$ cat config.mk
export PLATFORM = sky130hd
export DESIGN_NAME = ewd_core
export DESIGN_NICKNAME = d
export VERILOG_FILES = /design/src/core/ewd_pkg.sv /design/src/core/ewd_core.sv /design/src/core/ewd_osc_sync.sv /design/src/core/ewd_tmo_counter.sv
export SDC_FILE = /design/constraint.sdc
export NUM_CORES = 1
export LEC_CHECK = 0
export BUFFER_PORTS_ARGS = -buffer_cell sky130_fd_sc_hd__buf_2
export CAP_MARGIN = 20
export CELL_PAD_IN_SITES_DETAIL_PLACEMENT = 1
export CELL_PAD_IN_SITES_GLOBAL_PLACEMENT = 2
export CORE_UTILIZATION = 37
export DETAILED_ROUTE_END_ITERATION = 10
export PLACE_DENSITY = 0.88
export RECOVER_POWER = 100
export SYNTH_ARGS = -nofsm -noshare
export SYNTH_HDL_FRONTEND = slang
export SYNTH_SLANG_ARGS = --single-unit
$ cat constraint.sdc
create_clock -name i_core_clk -period 2.43 [get_ports i_core_clk]
set_clock_uncertainty 0.2 [all_clocks]
set_input_delay 0.1215 -clock i_core_clk [delete_from_list [all_inputs] [get_ports i_core_clk]]
set_output_delay 0.1215 -clock i_core_clk [all_outputs]
set_load 0.05 [all_outputs]
$ cat src/core/ewd_pkg.sv
// Shared constants, types and decode functions of the enhanced watchdog
package ewd_pkg;

  // Clock rates: core clock and the watchdog's own oscillator
  localparam int unsigned CORE_CLK_HZ = 100_000_000;
  localparam int unsigned OSC_HZ      = 128_000;

  // Register bus shape
  localparam int unsigned ADDR_W = 8;
  localparam int unsigned DATA_W = 8;

  // Register byte offsets
  localparam logic [ADDR_W-1:0] OFS_CTRL     = 8'h00;
  localparam logic [ADDR_W-1:0] OFS_CAUSE    = 8'h04;
  localparam logic [ADDR_W-1:0] OFS_EVT_STAT = 8'h08;
  localparam logic [ADDR_W-1:0] OFS_EVT_CLR  = 8'h0C;
  localparam logic [ADDR_W-1:0] OFS_EVT_EN   = 8'h10;

  // Control/status register field positions
  localparam int unsigned BIT_IRQ_FLAG = 7;
  localparam int unsigned BIT_IRQ_EN   = 6;
  localparam int unsigned BIT_PS_HI    = 5;
  localparam int unsigned BIT_CHG_EN   = 4;
  localparam int unsigned BIT_RST_EN   = 3;
  localparam int unsigned PS_LO_MSB    = 2;
  localparam int unsigned BIT_PS_LO    = 0;

  // Reset cause register field position
  localparam int unsigned BIT_RST_FLAG = 3;

  // Event status/clear/enable layout
  localparam int unsigned EVT_W   = 2;
  localparam int unsigned EVT_IRQ = 0;
  localparam int unsigned EVT_RST = 1;

  // Reset values
  localparam logic [DATA_W-1:0] RST_DATA = 8'h00;
  localparam logic [3:0]        RST_PS   = 4'h0;
  localparam logic [EVT_W-1:0]  RST_EVT  = 2'h0;

  // Unlock window length in core clock cycles
  localparam logic [2:0] UNLOCK_CYCLES = 3'h4;
  localparam logic [2:0] WIN_LAST      = 3'h3;
  localparam logic [2:0] WIN_ZERO      = 3'h0;
  localparam logic [2:0] WIN_ONE       = 3'h1;

  // Time-out counter: base period and the widest legal select code
  localparam int unsigned CNT_W        = 21;
  localparam logic [CNT_W-1:0] CNT_ZERO = 21'h0;
  localparam logic [CNT_W-1:0] CNT_ONE  = 21'h1;
  localparam logic [CNT_W-1:0] BASE_OSC_CYCLES = 21'h800;
  localparam logic [3:0] PS_MAX = 4'h9;

  // Register bus request
  typedef struct packed {
    logic [ADDR_W-1:0] addr;
    logic [DATA_W-1:0] wdata;
    logic              we;
    logic              re;
  } ewd_bus_t;

  // Timed unlock sequence states
  typedef enum logic [1:0] {
    UNLK_IDLE = 2'b01,
    UNLK_OPEN = 2'b10
  } ewd_unlk_t;

  // Whole state of the core module
  typedef struct packed {
    ewd_unlk_t         unlk;
    logic [2:0]        win_cnt;
    logic              irq_en;
    logic              irq_flag;
    logic              rst_en;
    logic [3:0]        ps;
    logic              rst_flag;
    logic [EVT_W-1:0]  evt_stat;
    logic [EVT_W-1:0]  evt_en;
    logic [DATA_W-1:0] rdata;
    logic              sys_reset;
    logic              irq;
    logic              tmo_irq;
  } ewd_core_st_t;

  // Oscillator cycles for a select code; reserved codes act as the longest
  function automatic logic [CNT_W-1:0] timeout_cycles(input logic [3:0] sel, input logic [CNT_W-1:0] base);
    if (sel > PS_MAX) begin
      return base << PS_MAX;
    end
    return base << sel;
  endfunction

  // Address match of one register
  function automatic logic reg_hit(input logic [ADDR_W-1:0] addr, input logic [ADDR_W-1:0] ofs);
    return addr == ofs;
  endfunction

endpackage

$ cat src/core/ewd_core.sv
// Enhanced watchdog: registers, unlock sequence, mode decode and outputs
`timescale 1ns/1ps
`default_nettype none
module ewd_core #(
  parameter logic [ewd_pkg::CNT_W-1:0] P_BASE_OSC_CYCLES = ewd_pkg::BASE_OSC_CYCLES
) (
  input  wire logic                       i_core_clk,
  input  wire logic                       i_rstn,
  input  wire logic                       i_osc,
  input  wire logic                       i_always_on_fuse,
  input  wire logic                       i_restart,
  input  wire logic                       i_vector_ack,
  input  wire ewd_pkg::ewd_bus_t          i_bus,
  output logic [ewd_pkg::DATA_W-1:0]      o_rdata,
  output logic                            o_sys_reset,
  output logic                            o_timeout_irq,
  output logic                            o_irq
);

  // Reset release: asynchronous assert, two-stage synchronous release
  logic [1:0] rst_pipe;
  logic       rst_n;

  always_ff @(posedge i_core_clk or negedge i_rstn) begin
    if (!i_rstn) begin
      rst_pipe <= 2'h0;
    end else begin
      rst_pipe <= {rst_pipe[0], 1'h1};
    end
  end

  assign rst_n = rst_pipe[1];

  // Whole block state; declared first since the counter reads the select
  ewd_pkg::ewd_core_st_t st;
  ewd_pkg::ewd_core_st_t next_st;

  // Oscillator ticks and the time-out counter
  logic                      tick;
  logic                      expire;
  logic [ewd_pkg::CNT_W-1:0] count;
  logic                      run;

  ewd_osc_sync u_osc_sync (
    .i_core_clk (i_core_clk),
    .i_rst_n    (rst_n),
    .i_osc      (i_osc),
    .o_tick     (tick)
  );

  ewd_tmo_counter #(
    .P_BASE_OSC_CYCLES (P_BASE_OSC_CYCLES)
  ) u_tmo_counter (
    .i_core_clk (i_core_clk),
    .i_rst_n    (rst_n),
    .i_tick     (tick),
    .i_run      (run),
    .i_restart  (i_restart),
    .i_sel      (st.ps),
    .o_count    (count),
    .o_expire   (expire)
  );

  // Bus decode
  logic wr_ctrl;
  logic wr_cause;
  logic wr_clr;
  logic wr_en;
  logic unlock_wr;
  logic do_reset;
  logic do_irq;
  logic [3:0] wr_ps;

  assign wr_ctrl   = i_bus.we && ewd_pkg::reg_hit(i_bus.addr, ewd_pkg::OFS_CTRL);
  assign wr_cause  = i_bus.we && ewd_pkg::reg_hit(i_bus.addr, ewd_pkg::OFS_CAUSE);
  assign wr_clr    = i_bus.we && ewd_pkg::reg_hit(i_bus.addr, ewd_pkg::OFS_EVT_CLR);
  assign wr_en     = i_bus.we && ewd_pkg::reg_hit(i_bus.addr, ewd_pkg::OFS_EVT_EN);
  assign unlock_wr = wr_ctrl && i_bus.wdata[ewd_pkg::BIT_CHG_EN] && i_bus.wdata[ewd_pkg::BIT_RST_EN];
  assign wr_ps     = {i_bus.wdata[ewd_pkg::BIT_PS_HI], i_bus.wdata[ewd_pkg::PS_LO_MSB:ewd_pkg::BIT_PS_LO]};

  // Mode decode at expiry: combined mode resets only if the first interrupt went unserved
  assign do_reset = expire && st.rst_en && (!st.irq_en || st.irq_flag);
  assign do_irq   = expire && st.irq_en && !do_reset;
  assign run      = st.rst_en || st.irq_en;

  always_comb begin
    next_st           = st;
    next_st.sys_reset = 1'h0;
    next_st.rdata     = ewd_pkg::RST_DATA;

    // Unlock window closes by itself after four cycles
    if (st.unlk == ewd_pkg::UNLK_OPEN) begin
      if (st.win_cnt == ewd_pkg::WIN_LAST) begin
        next_st.unlk = ewd_pkg::UNLK_IDLE;
      end else begin
        next_st.win_cnt = st.win_cnt + ewd_pkg::WIN_ONE;
      end
    end

    // Control/status write; interrupt enable, flag clear and setting reset enable are free, the rest is guarded
    if (wr_ctrl) begin
      next_st.irq_en = i_bus.wdata[ewd_pkg::BIT_IRQ_EN];
      if (i_bus.wdata[ewd_pkg::BIT_IRQ_FLAG]) begin
        next_st.irq_flag = 1'h0;
      end
      if (st.unlk == ewd_pkg::UNLK_OPEN && !i_bus.wdata[ewd_pkg::BIT_CHG_EN]) begin
        next_st.rst_en = i_bus.wdata[ewd_pkg::BIT_RST_EN];
        next_st.ps     = wr_ps;
        next_st.unlk   = ewd_pkg::UNLK_IDLE;
      end else if (unlock_wr) begin
        next_st.rst_en  = 1'h1;
        next_st.unlk    = ewd_pkg::UNLK_OPEN;
        next_st.win_cnt = ewd_pkg::WIN_ZERO;
      end else begin
        next_st.rst_en = st.rst_en | i_bus.wdata[ewd_pkg::BIT_RST_EN];
      end
    end

    // Vector execution clears the flag, and in combined mode drops to reset mode
    if (i_vector_ack) begin
      next_st.irq_flag = 1'h0;
      if (st.irq_en && st.rst_en) begin
        next_st.irq_en = 1'h0;
      end
    end

    // Reset cause: only a zero write clears, the watchdog sets
    if (wr_cause && !i_bus.wdata[ewd_pkg::BIT_RST_FLAG]) begin
      next_st.rst_flag = 1'h0;
    end

    // Event status clear and enable
    if (wr_clr) begin
      next_st.evt_stat = st.evt_stat & ~i_bus.wdata[ewd_pkg::EVT_W-1:0];
    end
    if (wr_en) begin
      next_st.evt_en = i_bus.wdata[ewd_pkg::EVT_W-1:0];
    end

    // Hardware sets come last so a set wins over a clear in the same cycle
    if (do_irq) begin
      next_st.irq_flag                  = 1'h1;
      next_st.evt_stat[ewd_pkg::EVT_IRQ] = 1'h1;
    end
    if (do_reset) begin
      next_st.sys_reset                  = 1'h1;
      next_st.rst_flag                   = 1'h1;
      next_st.irq_flag                   = 1'h0;
      next_st.irq_en                     = 1'h0;
      next_st.evt_stat[ewd_pkg::EVT_RST] = 1'h1;
    end

    // Overrides: the flag holds reset enabled, the fuse locks reset mode
    if (next_st.rst_flag) begin
      next_st.rst_en = 1'h1;
    end
    if (i_always_on_fuse) begin
      next_st.rst_en = 1'h1;
      next_st.irq_en = 1'h0;
    end

    // Read data stand in the cycle after the strobe only
    if (i_bus.re) begin
      unique case (i_bus.addr)
        ewd_pkg::OFS_CTRL: begin
          next_st.rdata[ewd_pkg::BIT_IRQ_FLAG] = st.irq_flag;
          next_st.rdata[ewd_pkg::BIT_IRQ_EN]   = st.irq_en;
          next_st.rdata[ewd_pkg::BIT_PS_HI]    = st.ps[3];
          next_st.rdata[ewd_pkg::BIT_CHG_EN]   = st.unlk == ewd_pkg::UNLK_OPEN;
          next_st.rdata[ewd_pkg::BIT_RST_EN]   = st.rst_en;
          next_st.rdata[ewd_pkg::PS_LO_MSB:ewd_pkg::BIT_PS_LO] = st.ps[2:0];
        end
        ewd_pkg::OFS_CAUSE: begin
          next_st.rdata[ewd_pkg::BIT_RST_FLAG] = st.rst_flag;
        end
        ewd_pkg::OFS_EVT_STAT: begin
          next_st.rdata[ewd_pkg::EVT_W-1:0] = st.evt_stat;
        end
        ewd_pkg::OFS_EVT_EN: begin
          next_st.rdata[ewd_pkg::EVT_W-1:0] = st.evt_en;
        end
        default: begin
          next_st.rdata = ewd_pkg::RST_DATA; // Unmapped and write-only read as zero
        end
      endcase
    end

    // Registered outputs
    next_st.irq     = |(next_st.evt_stat & next_st.evt_en);
    next_st.tmo_irq = next_st.irq_flag && next_st.irq_en;
  end

  always_ff @(posedge i_core_clk or negedge rst_n) begin
    if (!rst_n) begin
      st          <= '0;
      st.unlk     <= ewd_pkg::UNLK_IDLE;
      st.ps       <= ewd_pkg::RST_PS;
      st.evt_stat <= ewd_pkg::RST_EVT;
      st.evt_en   <= ewd_pkg::RST_EVT;
    end else begin
      st <= next_st;
    end
  end

  assign o_rdata       = st.rdata;
  assign o_sys_reset   = st.sys_reset;
  assign o_timeout_irq = st.tmo_irq;
  assign o_irq         = st.irq;
endmodule
`default_nettype wire

$ cat src/core/ewd_osc_sync.sv
// Oscillator sampler: turns the slow watchdog oscillator into core-clock ticks
`timescale 1ns/1ps
`default_nettype none
module ewd_osc_sync (
  input  wire logic i_core_clk,
  input  wire logic i_rst_n,
  input  wire logic i_osc,
  output logic      o_tick
);

  typedef struct packed {
    logic s1;
    logic s2;
    logic s3;
    logic tick;
  } ewd_sync_st_t;

  ewd_sync_st_t st;
  ewd_sync_st_t next_st;

  // Two stages before any logic looks at the level; edge found on stages two and three
  always_comb begin
    next_st      = st;
    next_st.s1   = i_osc;
    next_st.s2   = st.s1;
    next_st.s3   = st.s2;
    next_st.tick = st.s2 & ~st.s3;
  end

  always_ff @(posedge i_core_clk or negedge i_rst_n) begin
    if (!i_rst_n) begin
      st <= '0;
    end else begin
      st <= next_st;
    end
  end

  assign o_tick = st.tick;
endmodule
`default_nettype wire

$ cat src/core/ewd_tmo_counter.sv
// Time-out counter: counts oscillator ticks against the selected period
`timescale 1ns/1ps
`default_nettype none
module ewd_tmo_counter #(
  parameter logic [ewd_pkg::CNT_W-1:0] P_BASE_OSC_CYCLES = ewd_pkg::BASE_OSC_CYCLES
) (
  input  wire logic                      i_core_clk,
  input  wire logic                      i_rst_n,
  input  wire logic                      i_tick,
  input  wire logic                      i_run,
  input  wire logic                      i_restart,
  input  wire logic [3:0]                i_sel,
  output logic [ewd_pkg::CNT_W-1:0]      o_count,
  output logic                           o_expire
);

  typedef struct packed {
    logic [ewd_pkg::CNT_W-1:0] cnt;
    logic                      expire;
  } ewd_cnt_st_t;

  ewd_cnt_st_t st;
  ewd_cnt_st_t next_st;
  logic [ewd_pkg::CNT_W-1:0] limit;

  assign limit = ewd_pkg::timeout_cycles(i_sel, P_BASE_OSC_CYCLES);

  // Compare with >= so a shorter period chosen mid-count expires on the next tick
  always_comb begin
    next_st        = st;
    next_st.expire = 1'h0;
    if (i_restart || !i_run) begin
      next_st.cnt = ewd_pkg::CNT_ZERO;
    end else if (i_tick) begin
      if (st.cnt + ewd_pkg::CNT_ONE >= limit) begin
        next_st.cnt    = ewd_pkg::CNT_ZERO;
        next_st.expire = 1'h1;
      end else begin
        next_st.cnt = st.cnt + ewd_pkg::CNT_ONE;
      end
    end
  end

  always_ff @(posedge i_core_clk or negedge i_rst_n) begin
    if (!i_rst_n) begin
      st <= '0;
    end else begin
      st <= next_st;
    end
  end

  assign o_count  = st.cnt;
  assign o_expire = st.expire;
endmodule
`default_nettype wire

=== After elaboration in Yosys (flattened, before gate mapping) ===
Cells that the tools add are included.

* Register bits: 56
* Latch bits: 0
* Bits in writable memories: 0
* Memory bits (read-only): 0
* Bits of input ports: 24
* Output and inout bits: 11
* Logic and storage cells: 101
* Memories: 0

* $add $sub $neg: 2
* Multiply operators: 0
* Divide/modulo/power cells: 0
* Magnitude comparators: 2
* Equality and inequality tests: 6
* Shift operators: 1
* Multiplexer cells: 37
* Bitwise logic cells: 6
* Reductions and logical operators: 27

{| class="wikitable"
|+ Operator list
! cell !! number
|-
| $mux W21 || 4
|-
| $mux W22 || 1
|-
| $add A21 B1 Y21 const B || 1
|-
| $ge A21 B21 Y1 || 1
|-
| $shl A12 B4 Y21 const A || 1
|-
| $eq A8 B4 Y1 const B || 2
|-
| $mux W1 || 15
|-
| $logic_and A1 B1 Y1 || 14
|-
| $mux W2 || 7
|-
| $mux W12 || 1
|-
| $mux W5 || 2
|-
| $eq A8 B3 Y1 const B || 1
|-
| $eq A8 B5 Y1 const B || 1
|-
| $logic_not A8 Y1 || 1
|-
| $mux W4 || 2
|-
| $mux W8 || 1
|-
| $mux W3 || 2
|-
| $pmux W2 S3 || 1
|-
| $logic_not A1 Y1 || 5
|-
| $and A2 B2 Y2 || 2
|-
| $gt A4 B4 Y1 const B || 1
|-
| $add A3 B1 Y3 const B || 1
|-
| $eq A3 B2 Y1 const B || 1
|-
| $logic_or A1 B1 Y1 || 3
|-
| 10 further kinds || 10
|}

=== Depth between registers and ports, before layout ===
Gate-level depths: netlist (run 1).

* Depth after elaboration: 13
* Gate-level depth with buffers: 12
* Depth with buffers taken out: 11

=== Cells and area by module ===
A second synthesis (run 1) with hierarchy kept.

* Cell total of the unflattened synthesis: 301
* Area total of the unflattened synthesis: 3,129.3 sq um

{| class="wikitable"
|+ By module, submodules not included
! module !! times used !! cells an instance !! area each (sq um) !! sequential area each (sq um)
|-
| ewd_tmo_counter || 1 || 176 || 1,597.8 || 550.5
|-
| ewd_core || 1 || 120 || 1,417.6 || 752.0
|-
| ewd_osc_sync || 1 || 5 || 113.9 || 100.1
|}

=== Least setup slack after synthesis (run 1) ===
OpenSTA, ideal clock, no wires.

* Path type: register to register
* From: register u_tmo_counter.st (netlist bit u_tmo_counter.o_count[0])
* To: register u_tmo_counter.st (netlist bit u_tmo_counter.o_count[3])
* Library setup time: 0.082 ns
* Data arrival time: 2.765 ns
* Path slack: -0.617 ns
* Stages on the path, launching flop included: 12
* Buffers on the path: 1
* Clock period less this slack: 3.047 ns
* Path through: dfrtp_1 -> ha_1 -> and3_1 -> nand4_1 -> or2_2 -> xnor2_1 -> ha_1 -> a22o_1 -> o41ai_2 -> clkbuf_1 -> nand3_1 -> a31oi_1

* Cells in the longest elaborated chain, start to end: 5

{| class="wikitable"
|+ Ends and longest elaborated chain
! what !! RTL line !! RTL
|-
| from (decl) || ewd_tmo_counter.sv:22 || <nowiki>ewd_cnt_st_t st;</nowiki>
|-
| from (signal assigned) || ewd_tmo_counter.sv:48 || <nowiki>st <= next_st;</nowiki>
|-
| $add A21 B1 Y21 * || ewd_tmo_counter.sv:35, ewd_tmo_counter.sv:39 ||
|-
| $ge A21 B21 Y1 || ewd_tmo_counter.sv:35 || <nowiki>if (st.cnt + ewd_pkg::CNT_ONE >= limit) begin</nowiki>
|-
| $mux W21 * || ewd_tmo_counter.sv:35 ||
|-
| $mux W22 * || ewd_tmo_counter.sv:34 || <nowiki>end else if (i_tick) begin</nowiki>
|-
| $mux W21 * || ewd_tmo_counter.sv:32 || <nowiki>if (i_restart || !i_run) begin</nowiki>
|}

Mark *: on every way between the ends. The rest lies on a longest branch, timed or not. The select of a mux whose other input is x is not followed.
A chain may end at the register's enable or synchronous reset.

=== Final worst setup path (run 1) ===
* From: register u_tmo_counter.st (netlist bit u_tmo_counter.o_count[0])
* To: register u_tmo_counter.st (netlist bit u_tmo_counter.o_count[4])

The elaborated chain is that of the path after synthesis.

==> results of run 1 <==
[cells by family (layout without fill, tap and decap cells)]
family / after synthesis / after routing / synth area share
XOR/XNOR: 10 / 10 / 0.0284
AND/OR/NAND/NOR: 138 / 138 / 0.244
multiplexers: 10 / 10 / 0.0354
flip-flops: 56 / 56 / 0.456
other: 1 / 1 / 0.00122
buffers and inverters: 26 / 136 / 0.0471
AO/OA/AOI/OAI: 60 / 60 / 0.140
adder cells (fa/ha/maj): 12 / 12 / 0.0488
[synth_stat cells, types with 2 or more instances]
cell / count / area (um2)
nand3b_1: 6 / 45.0
and4_1: 4 / 35.0
a32o_1: 4 / 40.0
o21ai_0: 8 / 40.0
nand3_1: 19 / 95.1
xor2_1: 3 / 26.3
mux2i_1: 3 / 30.0
nand2b_1: 3 / 18.8
o21a_1: 2 / 15.0
a22oi_1: 2 / 15.0
mux2_2: 7 / 78.8
nor3_1: 8 / 40.0
buf_4: 9 / 67.6
a31oi_1: 18 / 113
or3_1: 3 / 18.8
a41oi_1: 2 / 17.5
nand4_1: 9 / 56.3
or2_2: 2 / 12.5
inv_1: 7 / 26.3
clkbuf_1: 3 / 11.3
a21oi_1: 8 / 40.0
o41ai_2: 2 / 32.5
ha_1: 12 / 150
nand4b_1: 3 / 26.3
a22o_1: 2 / 17.5
and3_1: 11 / 68.8
dfrtp_1: 55 / 1380
nor2b_1: 6 / 37.5
nand2_1: 33 / 124
xnor2_1: 7 / 61.3
buf_2: 5 / 25.0
o211ai_1: 5 / 37.5
nor4_1: 3 / 18.8
nor2_1: 16 / 60.1
and2_1: 8 / 50.1
[through the flow]
step | std cells | instance area (um2) | utilization | worst slack (ns) | hold slack [ns]
6_report | 525 | 4300 | 0.545 | -0.887 | 0.0223
5_1_grt | 525 | 4300 | 0.545 | -1.00 | 0.0329
4_1_cts | 520 | 4130 | 0.524 | -0.679 | 0.00261
3_5_place_dp | 482 | 3690 | 0.468 | -0.760 | -0.290
3_3_place_gp | 482 | 3690 | 0.468 | -0.597 | -0.292
2_1_floorplan | 313 | 3130 | - | -0.461 | -0.374
[power by group through the flow]
stage / combinational, mW / sequential [mW] / clock, mW
after floorplan: 0.0428 / 0.983 / 0
after global placement: 0.0962 / 0.982 / 0
after detailed placement: 0.100 / 0.984 / 0
after CTS: 0.126 / 0.965 / 0.550
after global routing: 0.145 / 0.970 / 0.591
final: 0.135 / 0.965 / 0.542
[what timing repair did]
| item | in CTS | in global routing |
|---|---|---|
| hold buffers | 21 | 0 |
| setup endpoints to repair | 22 | 24 |
| cloned | 2 | 0 |
| resized for setup | 16 | 24 |
| hold endpoints to repair | 21 | 0 |
| setup buffers | 7 | 5 |
| pin swaps | 16 | 18 |
[layout make-up]
| class | count | area [um2] | share of cell area |
|---|---|---|---|
| multi-input combinational | 231 | 1720 | 0.400 |
| sequential | 56 | 1410 | 0.327 |
| timing repair buffer | 121 | 935 | 0.217 |
| tap | 102 | 128 | 0.0297 |
| clock buffer | 6 | 72.6 | 0.0169 |
| inverter | 7 | 26.3 | 0.00611 |
| clock inverter | 2 | 13.8 | 0.00320 |
[state kept, by name (all words and copies together), names as in the netlist]
signal / flops
u_osc_sync.o_tick: 1
st: 17
o_timeout_irq: 1
o_rdata: 8
o_sys_reset: 1
u_osc_sync.st: 1
u_tmo_counter.o_count: 21
u_osc_sync.next_st: 2
u_tmo_counter.o_expire: 1
rst_pipe: 2
o_irq: 1
[worst paths after layout]
kind,start,end,cells past startpoint
min in group asynchronous,rst_pipe[1]$_DFF_PN0_,u_osc_sync.next_st[1]$_DFF_PN0_,0
worst min-delay path,i_bus[6],st[25]$_DFF_PN0_,3
worst max register to register,u_tmo_counter.o_count[0]$_DFFE_PN0P_,u_tmo_counter.o_count[4]$_DFFE_PN0P_,15
worst max-delay path,u_tmo_counter.o_count[0]$_DFFE_PN0P_,u_tmo_counter.o_count[4]$_DFFE_PN0P_,15
max in group asynchronous,rst_pipe[1]$_DFF_PN0_,u_tmo_counter.o_count[3]$_DFFE_PN0P_,1
worst min register to register,rst_pipe[1]$_DFF_PN0_,u_osc_sync.next_st[1]$_DFF_PN0_,0
[worst min-delay path: stages]
cell and delay (ns):
buf_2 0.08, and3_1 0.24, nor2_1 0.07
[layer usage]
layer	vias up	part of all wire
li1	1370	-
met1	1517	0.42
met2	65	0.52
met3	34	0.026
met4	0	0.037
met5	-	0
==> results by group, run 1 <==
Status
  • Run status: finished with violations
  • Violated checks: setup timing

Drt
  • Final ANT Viol Nets: 0
  • Via Count: 2986
  • DRT Wirelength: 10.4 mm
  • Drt wl/cell: 19.9 um
  • DR DRC count: 0
  • Initial drt markers: 140
  • Vias per cell: 5.69
  • First-pass detailed-route iteration total: 4

Global routing
  • GR peak layer: met2
  • Met1 Track Usage GR: 0.287
  • Vias in the first global route: 3220
  • Gr usage total: 0.245
  • Largest net degree at the start of global routing: 36
  • Met2 Use GR: 0.433
  • Met3 Resource Use GR: 0.0407
  • GR Overflow Total: 0
  • Initial antenna violation count: 0
  • First-pass GRT wire length: between 15 and 20 mm

Timing
  • Max Freq: approximately 0.3 GHz
  • Fin crit share: 1.36
  • Post-layout min period: 3.32 ns
  • Pins Over Slew Limit: 0
  • Final TNS setup: -17.59 ns
  • Final hold vios: 0
  • Least-Margin Pin Slew: 0.768 ns
  • Worst rel slew slack: 0.488
  • Worst setup margin: -0.887 ns
  • Final setup violating endpoints: 22
  • RSZ-0062 raised after global routing: true

Die
  • Initial Util: 0.390
  • Die area: a little under 9000 um2
  • Row cnt: 32
  • # IOs: 35
  • Die Span X: 93.2 um
  • Core area: between 7000 and 8000 um2
  • Die Y: 93.2 um

Finish
  • Fill cells: 886
  • Area growth from synthesis to layout: 39.7%
  • ANT cells: 0
  • Most common cell after layout, fill and taps aside: buf_4
  • Nets@finish: 458
  • Share of layout cells above drive strength 1: 0.355
  • Commonest cells after routing, fill and taps aside: buf_4, dfrtp_1, buf_2

Job
  • Max-cap violations: 0

Power and ir drop
  • Worst vdd ir: 0.238 mV
  • Switching part of the total: 0.261
  • Clock power frac: 0.330
  • Net Sw Power: 0.428 mW
  • Pwr Total: 1.64 mW
  • PwrDens: between 300 and 400 nW/um2
  • Sequential share of power: 0.588
  • Pint: 1.21 mW
  • Logic pwr share: 0.082
  • Lkg Pwr: 2.06 nW

Synthesis
  • YS warnings: 0
  • Mapped Area: 3080 um2
  • Post-Synthesis Cells: 313
  • Syn nets: between 300 and 400
  • Register bit total from synthesis: 56
  • Synth cell types: 50
  • Post-synth top flop: dfrtp_1
  • Asr flop ratio synth: 1.00
  • Synthesized area per cell: 9.84 um2
  • Post-synth EDFFs: 0
  • Sequential element share of the synthesized area: 0.456

Worst setup path
  • Crit path buf inv count: 4
  • Critical path data arrival time: 3.35 ns
  • CP Capture Type: flip-flop
  • R2R Setup Slk: -0.89 ns
  • Worst stage delay on the critical path: slightly above 0.4 ns
  • Worst EP required: 2.46 ns
  • CP max-delay cell: dfrtp_1
  • Crit path launch type: flip-flop
  • CP Cell Sequence: ha_2 -> buf_6 -> nand3_4 -> nor3_4 -> and3_4 -> xor2_1 -> buf_4 -> ha_4 -> o211ai_1 -> nor2_2 -> o41ai_4 -> buf_6 -> buf_8 -> a31oi_1 -> a31oi_1
  • CP Class: flip-flop to flip-flop
  • Top delay family on crit path: compound AO/OA/AOI/OAI gates
  • CP Max Fanout: 6

CTS
  • H-tree lvl count: 2
  • Clock Tree Buf Depth: 2
  • Root Driver: clkbuf_8
  • Clock net sink count: 56
  • Clk_lat worst skew: 0.32 ns
  • Num CTS Buffers: 5
  • CTS clk-pin slew, worst paths: 0.11 ns
  • CTS tree: done

Worst hold path
  • Hold/Removal Path Class: input pin to flip-flop

Place
  • IO Port Bufs: 34
  • Dpl hpwl: around 6.5 mm
  • Final GP Congestion: between 0.7 and 0.8
Power figures use the tool's default switching activity.
==> run 2: changes to the inputs <==
CAP_MARGIN = 30   (was 20)
SETUP_SLACK_MARGIN = 0.15   (was not set)
==> run 2 against run 1 <==
Against the previous run: the flow still finishes with violations (setup timing); sequential share of layout area is 0.40 points lower; clock-buffer cell count unchanged; setup slack lost 0.0022 ns; global-route usage increased by 0.070 points; largest power group unchanged.
==> results by group, run 2 (synthesis results as in run 1) <==
Finish
  • Register area: 1410 um2 (unchanged)
  • Max reg flops: 21 (unchanged)
  • Most common cell after layout, fill and taps aside: buf_4
  • Fill cells: 879 (-0.79%)
  • Share of layout cells above drive strength 1: 0.355 (+0.000530)
  • Commonest cells after routing, fill and taps aside: buf_4, dfrtp_1, buf_2
  • Area of the multi-input gates: 1730 um2 (+0.36%)
  • Finished Cell Area: 4350 um2 (+1.3%)
  • Area growth from synthesis to layout: 41.4%
  • Nets@finish: 463 (+1.1%)
  • ANT cells: 0 (unchanged)

Die
  • Row cnt: 32 (unchanged)
  • Die Y: 93.2 um (unchanged)
  • # IOs: 35 (unchanged)
  • Core area: 7890 um2 (unchanged)
  • Initial Util: 0.390 (unchanged)
  • Die area: 8690 um2 (unchanged)
  • Die Span X: 93.2 um (unchanged)

Global routing
  • Vias in the first global route: 3237 (+0.53%)
  • Gr usage total: 0.245 (+0.000698)
  • GR Overflow Total: 0 (unchanged)
  • Largest net degree at the start of global routing: 36 (unchanged)
  • Initial antenna violation count: 0 (unchanged)
  • First-pass GRT wire length: 16.3 mm (+0.90%)

Status
  • Violated checks: setup timing
  • Run status: finished with violations

Worst hold path
  • Hold Crit Start: i_bus[6]
  • Hold/Removal Path Class: input pin to flip-flop
  • Hold EP: st[23]$_DFF_PN0_
  • Hold depth: 3 (unchanged)

Timing
  • Worst setup margin: -0.889 ns (-0.00217 ns)
  • Worst rel slew slack: 0.485 (-0.00304)
  • Final hold vios: 0 (unchanged)
  • Fin crit share: 1.37 (about the same)
  • RSZ-0062 raised after global routing: true
  • Pins Over Slew Limit: 0 (unchanged)
  • Hold_ws: 0.0169 ns (-0.00532 ns)
  • Max Freq: 0.301 GHz (about the same)
  • Final setup violating endpoints: 22 (unchanged)
  • Post-layout min period: 3.32 ns (+0.00217 ns)
  • Least-Margin Pin Slew: 0.772 ns (+0.00456 ns)

Worst setup path
  • Crit path launch type: flip-flop
  • R2R Path Start: u_tmo_counter.o_count[0]$_DFFE_PN0P_
  • Critical path data arrival time: 3.35 ns (about the same)
  • Reg2reg path depth: 15 (unchanged)
  • Start point of the critical path: u_tmo_counter.o_count[0]$_DFFE_PN0P_
  • Reg-to-reg critical path endpoint: u_tmo_counter.o_count[4]$_DFFE_PN0P_
  • CP Class: flip-flop to flip-flop
  • CP Max Fanout: 6 (unchanged)
  • R2R Setup Slk: -0.89 ns (about the same)
  • CP Capture Type: flip-flop
  • Worst EP required: 2.46 ns (about the same)

Place
  • Placed cell area: 3690 um2 (unchanged)
  • Final GP Congestion: 0.797 (unchanged)
  • IO Port Bufs: 34 (unchanged)
  • Dpl hpwl: 6.51 mm (unchanged)
  • Place WS: -0.760 ns (unchanged)

CTS
  • Clock Tree Buf Depth: 2 (unchanged)
  • Root Driver: clkbuf_8
  • Num CTS Buffers: 5 (unchanged)
  • Clock net sink count: 56 (unchanged)
  • H-tree lvl count: 2 (unchanged)
  • Clk_lat worst skew: 0.32 ns (about the same)
  • CTS clk-pin slew, worst paths: 0.10 ns (about the same)
  • CTS tree: done

Drt
  • DR DRC count: 0 (unchanged)
  • Via Count: 2994 (+0.27%)
  • Initial drt markers: 129 (-7.9%)
  • Final ANT Viol Nets: 0 (unchanged)
  • First-pass detailed-route iteration total: 4 (unchanged)
  • Vias per cell: 5.65 (-0.68%)
  • Drt wl/cell: 20.3 um (+2.0%)
  • DRT Wirelength: 10.7 mm (+3.0%)

Power and ir drop
  • PwrDens: 380 nW/um2 (-0.60%)
  • Clock power frac: 0.331 (about the same)
  • Lkg Pwr: 2.09 nW (+1.1%)
  • Pint: 1.22 mW (+0.28%)
  • Logic pwr share: 0.084 (+0.002)
  • Worst vdd ir: 0.218 mV (-8.3%)
  • Sequential share of power: 0.584 (-0.004)
  • Net Sw Power: 0.435 mW (+1.6%)
  • Switching part of the total: 0.263 (+0.00261)

Job
  • Max-cap violations: 0 (unchanged)
==> run 2: cell count changes in the layout (fill, tap and decap cells not counted), sizes merged <==
| cell | previous run | this run |
|---|---|---|
| buf | 100 | 101 |
| dlygate4sd3 | 21 | 25 |
==> run 2: worst max-delay path: stages, from the launching register on <==
cell	delay, ns
dfrtp_1	0.40
ha_2	0.22
buf_6	0.11
nand3_4	0.09
nor3_4	0.23
and3_4	0.21
xor2_1	0.15
buf_4	0.16
ha_4	0.19
o211ai_1	0.22
nor2_2	0.09
o41ai_4	0.30
buf_6	0.20
buf_8	0.14
a31oi_1	0.10
a31oi_1	0.21
==> run 2: power by group through the flow <==
stage	combinational [mW]	sequential (mW)	clock [mW]
final	0.140	0.966	0.548
after global routing	0.150	0.970	0.600
after CTS	0.130	0.965	0.550
after detailed placement	0.100	0.984	0
after global placement	0.0962	0.982	0
after floorplan	0.0428	0.983	0
==> run 2: worst max path at each step <==
| stage | cells after the start | end | slack, ns |
|---|---|---|---|
| 3_5_place_dp | 12 | u_tmo_counter.o_count[7]$_DFFE_PN0P_ | -0.76 |
| 2_1_floorplan | 11 | u_tmo_counter.o_count[4]$_DFFE_PN0P_ | -0.46 |
| 3_3_place_gp | 12 | u_tmo_counter.o_count[16]$_DFFE_PN0P_ | -0.60 |
| 4_1_cts | 12 | u_tmo_counter.o_count[7]$_DFFE_PN0P_ | -0.68 |
| 5_1_grt | 15 | u_tmo_counter.o_count[7]$_DFFE_PN0P_ | -0.99 |
| 6_report | 15 | u_tmo_counter.o_count[4]$_DFFE_PN0P_ | -0.89 |
==> run 2: what timing repair did <==
item / CTS / global route
buffers inserted: 7 / 6
endpoints found under the hold margin: 21 / 1
pin swaps: 16 / 20
hold buffers: 24 / 2
resized for setup: 16 / 25
endpoints found under the setup margin: 22 / 24
cloned: 2 / 0
==> run 2: per-layer routing <==
metal / part of all wire / up-vias / GRT usage / wire (um)
met5: 0 / - / 0 / 0
met4: 0.021 / 0 / 0.0974 / 224
met3: 0.026 / 21 / 0.0398 / 283
met2: 0.53 / 68 / 0.441 / 5640
met1: 0.43 / 1535 / 0.291 / 4580
li1: - / 1370 / - / -
==> run 2: stage by stage <==
step	TNS, ns	instances	util	total power, mW
CTS	-13.91	523	0.528	1.64
finish	-17.70	530	0.552	1.65
global route	-20.11	530	0.552	1.72
floorplan	-9.43	313	-	1.03
global placement	-11.85	482	0.468	1.08
detailed placement	-15.26	482	0.468	1.08
==> run 2: final cells by class <==
class / instances / share of cell area
Timing Repair Buffer: 126 / 0.226
Clock inverter: 2 / 0.00316
Multi-Input combinational cell: 231 / 0.396
Inverter: 7 / 0.00603
Sequential cell: 56 / 0.323
Clock buffer: 6 / 0.0167
Tap cell: 102 / 0.0293
==> run 3: changes to the inputs <==
ABC_AREA = 1   (was not set)
BUFFER_PORTS_ARGS = not set   (was -buffer_cell sky130_fd_sc_hd__buf_2)
DONT_BUFFER_PORTS = 1   (was not set)
PLACE_DENSITY = 0.89   (was 0.88)
==> run 3 against run 2 <==
Against the previous run: the flow still finishes with violations (setup timing); sequential share of layout area is 2.1 points lower; non-clock buffer count is 20 lower; total power increased by 1.1%; critical path depth rose by 1; synthesized cell count rose by 41%; fmax is 26% higher; clock power up 5.3%; clock-buffer cell count fell by 1; cell count grew 22%; largest power group unchanged.
==> results by group, run 3 <==
Drt
  • Routed wl met3: 370 um (+31%)
  • Final ANT Viol Nets: 0 (unchanged)
  • Initial drt markers: 109 (-16%)
  • DRT Wirelength: 11.7 mm (+8.9%)
  • First-pass detailed-route iteration total: 4 (unchanged)
  • Top sig layer: met4
  • Met1 wire length: 4.75 mm (+3.6%)
  • Via Count: 3299 (+10%)
  • DR DRC count: 0 (unchanged)
  • Met2 routed WL: 6.11 mm (+8.3%)
  • Drt wl/cell: 18.1 um (-11%)
  • Vias per cell: 5.11 (-9.6%)

Synthesis
  • Top post-synthesis cells by area: dfrtp_1, nand2_1, inv_1
  • Mapped Area: 3270 um2 (+6.1%)
  • Mux share of post-synthesis cell area: 0.00345 (-0.0319)
  • Synth Area in Adders: 0.0459 (-0.00282)
  • Synth cell types: 35 (-30%)
  • Count leader, synth: nand2_1
  • Sequential element share of the synthesized area: 0.429 (-0.0263)
  • Post-synth EDFFs: 0 (unchanged)
  • Compound-cell area share of the yosys netlist: 0.0628 (-0.0770)
  • Synthesized area per cell: 7.43 um2 (-24%)
  • YS warnings: 0 (unchanged)
  • Post-synth top flop: dfrtp_1
  • Syn nets: 476 (+36%)
  • Yosys top cell by area: dfrtp_1
  • Simple-gate share of the synthesized area: 0.339 (+0.0950)
  • Top cells by instance count after synthesis: nand2_1, dfrtp_1, inv_1
  • Post-Synthesis Cells: 440 (+41%)
  • Largest family of logic cells by synthesized area: simple AND/OR/NAND/NOR gates
  • Xor/xnor share of the synthesized area: 0.0295 (+0.00104)
  • Register bit total from synthesis: 56 (unchanged)
  • Post-synth top area share: 0.421 (-0.0258)
  • Asr flop ratio synth: 1.00 (unchanged)

Die
  • Die Span X: 96.0 um (+3.0%)
  • Row cnt: 33 (+3.1%)
  • Die area: 9210 um2 (+6.0%)
  • Initial Util: 0.390 (-0.000478)
  • Die Y: 96.0 um (+3.0%)
  • # IOs: 35 (unchanged)
  • Core area: 8380 um2 (+6.3%)

Worst setup path
  • R2R Setup Slk: -0.19 ns (+0.69 ns)
  • Worst stage delay on the critical path: 0.43 ns (+0.03 ns)
  • Top delay family on crit path: simple AND/OR/NAND/NOR gates
  • CP Max Fanout: 6 (unchanged)
  • CP Capture Type: flip-flop
  • Crit path buf inv count: 4 (unchanged)
  • Critical path data arrival time: 2.69 ns (-0.66 ns)
  • CP Class: flip-flop to flip-flop
  • CP max-delay cell: dfrtp_1
  • CP Cell Sequence: nand2_2 -> nor2_4 -> buf_4 -> nand2_1 -> nor2_4 -> xor2_2 -> inv_1 -> ha_4 -> nand2_1 -> inv_1 -> nand2_2 -> nand2_4 -> a21oi_4 -> buf_6 -> nand2_2 -> nand2_1
  • Worst EP required: 2.50 ns (+0.04 ns)
  • Crit path launch type: flip-flop

Timing
  • Worst rel slew slack: 0.375 (-0.110)
  • Least-Margin Pin Slew: 0.937 ns (+0.164 ns)
  • Fin crit share: 1.08 (-0.286)
  • Post-layout min period: 2.62 ns (-0.694 ns)
  • Max Freq: 0.381 GHz (+26%)
  • Final hold vios: 0 (unchanged)
  • Final setup violating endpoints: 24 (+9.1%)
  • Pins Over Slew Limit: 0 (unchanged)
  • RSZ-0062 raised after global routing: true
  • Worst setup margin: -0.195 ns (+0.694 ns)

CTS
  • CTS tree: done
  • Clock Tree Buf Depth: 2 (unchanged)
  • CTS clk-pin slew, worst paths: 0.12 ns (+0.02 ns)
  • Clk_lat worst skew: 0.33 ns (about the same)
  • Root Driver: clkbuf_8
  • H-tree lvl count: 2 (unchanged)
  • Num CTS Buffers: 5 (unchanged)
  • Clock net sink count: 56 (unchanged)

Finish
  • Most common cell after layout, fill and taps aside: nand2_1
  • Commonest cells after routing, fill and taps aside: nand2_1, buf_4, dfrtp_1
  • Max reg flops: 21 (unchanged)
  • Post-route core utilization: 0.555 (+0.00343)
  • Nets@finish: 576 (+24%)
  • ANT cells: 0 (unchanged)
  • Share of layout cells above drive strength 1: 0.355 (about the same)
  • Fill cells: 1023 (+16%)
  • Area growth from synthesis to layout: 42.5%

Power and ir drop
  • PwrDens: 359 nW/um2 (-5.5%)
  • Lkg Pwr: 2.21 nW (+6.0%)
  • Worst vdd ir: 0.319 mV (+46%)

Status
  • Violated checks: setup timing
  • Run status: finished with violations

Place
  • Place WS: -0.251 ns (+0.509 ns)
  • Dpl hpwl: 7.02 mm (+7.8%)
  • IO Port Bufs: 0 (-100%)
  • Final GP Congestion: 0.781 (-2.0%)

Global routing
  • Gr usage total: 0.248 (+0.00252)
  • Initial antenna violation count: 0 (unchanged)
  • Largest net degree at the start of global routing: 34 (-5.6%)
  • Vias in the first global route: 3596 (+11%)
  • First-pass GRT wire length: 17.1 mm (+5.0%)
  • GR Overflow Total: 0 (unchanged)

Job
  • Max-cap violations: 0 (unchanged)

Worst hold path
  • Hold/Removal Path Class: input pin to flip-flop
## run 3: cell families (layout without fill, tap and decap cells)
kind of cell             count (synthesis)  count (layout)
flip-flops                              56              56
AND/OR/NAND/NOR                        254             254
AO/OA/AOI/OAI                           37              37
other                                    1               1
XOR/XNOR                                11              11
adder cells (fa/ha/maj)                 12              12
multiplexers                             1               1
buffers and inverters                   68             169
## run 3: path summary, 6_finish.rpt
path / depth (start not counted) / end / start
max: 16 / u_tmo_counter.o_count[20]$_DFFE_PN0P_ / u_tmo_counter.o_count[8]$_DFFE_PN0P_
min: 3 / st[13]$_DFF_PN0_ / i_bus[13]
max reg2reg: 16 / u_tmo_counter.o_count[20]$_DFFE_PN0P_ / u_tmo_counter.o_count[8]$_DFFE_PN0P_
min reg2reg: 0 / o_rdata[4]$_DFF_PN0_ / rst_pipe[1]$_DFF_PN0_
max in group asynchronous: 1 / u_tmo_counter.o_count[2]$_DFFE_PN0P_ / rst_pipe[1]$_DFF_PN0_
min in group asynchronous: 0 / o_rdata[4]$_DFF_PN0_ / rst_pipe[1]$_DFF_PN0_
## run 3: layout make-up
cell class / instances / area [um2] / area share
Multi-Input combinational cell: 316 / 1920 / 0.413
Inverter: 55 / 211 / 0.0454
Clock buffer: 5 / 68.8 / 0.0148
Sequential cell: 56 / 1410 / 0.302
Tap cell: 105 / 131 / 0.0282
Clock inverter: 3 / 27.5 / 0.00591
Timing Repair Buffer: 106 / 890 / 0.191
## run 3: repair_timing
action                                  4_1_cts  5_1_grt
endpoints found under the hold margin        29        0
pin swaps                                    12       40
endpoints found under the setup margin       22       23
setup buffers                                17       10
cloned                                        0        0
hold buffers                                 28        0
resized for setup                            35       63
## run 3: report_power, final
group	internal [mW]	switching [mW]
combinational	0.0495	0.0698
clock	0.213	0.364
sequential	0.950	0.0250
total	1.21	0.458
## run 3: per-layer routing
| layer | track usage | up-vias |
|---|---|---|
| met3 | 0.0387 | 42 |
| met2 | 0.462 | 77 |
| met1 | 0.284 | 1624 |
| met5 | 0 | - |
| li1 | - | 1556 |
| met4 | 0.0883 | 0 |
## run 3: per-stage QoR
stage          TNS [ns]  cells  area (um2)  hold slack (ns)  power, mW
3_3_place_gp      -3.09    583        3750           -0.374       1.07
4_1_cts           -1.69    636        4370          0.00532       1.69
2_1_floorplan         0    440        3310           -0.374       1.05
5_1_grt           -6.42    646        4660           0.0479       1.73
3_5_place_dp      -4.68    583        3750           -0.374       1.08
6_report          -3.24    646        4660           0.0134       1.67
## run 3: worst register-to-register path, stage by stage, from the launching register on
cell and delay, ns:
dfrtp_1 0.43, nand2_2 0.13, nor2_4 0.12, buf_4 0.14
nand2_1 0.09, nor2_4 0.15, xor2_2 0.17, inv_1 0.10
ha_4 0.25, nand2_1 0.07, inv_1 0.07, nand2_2 0.08
nand2_4 0.08, a21oi_4 0.17, buf_6 0.17, nand2_2 0.06
nand2_1 0.08
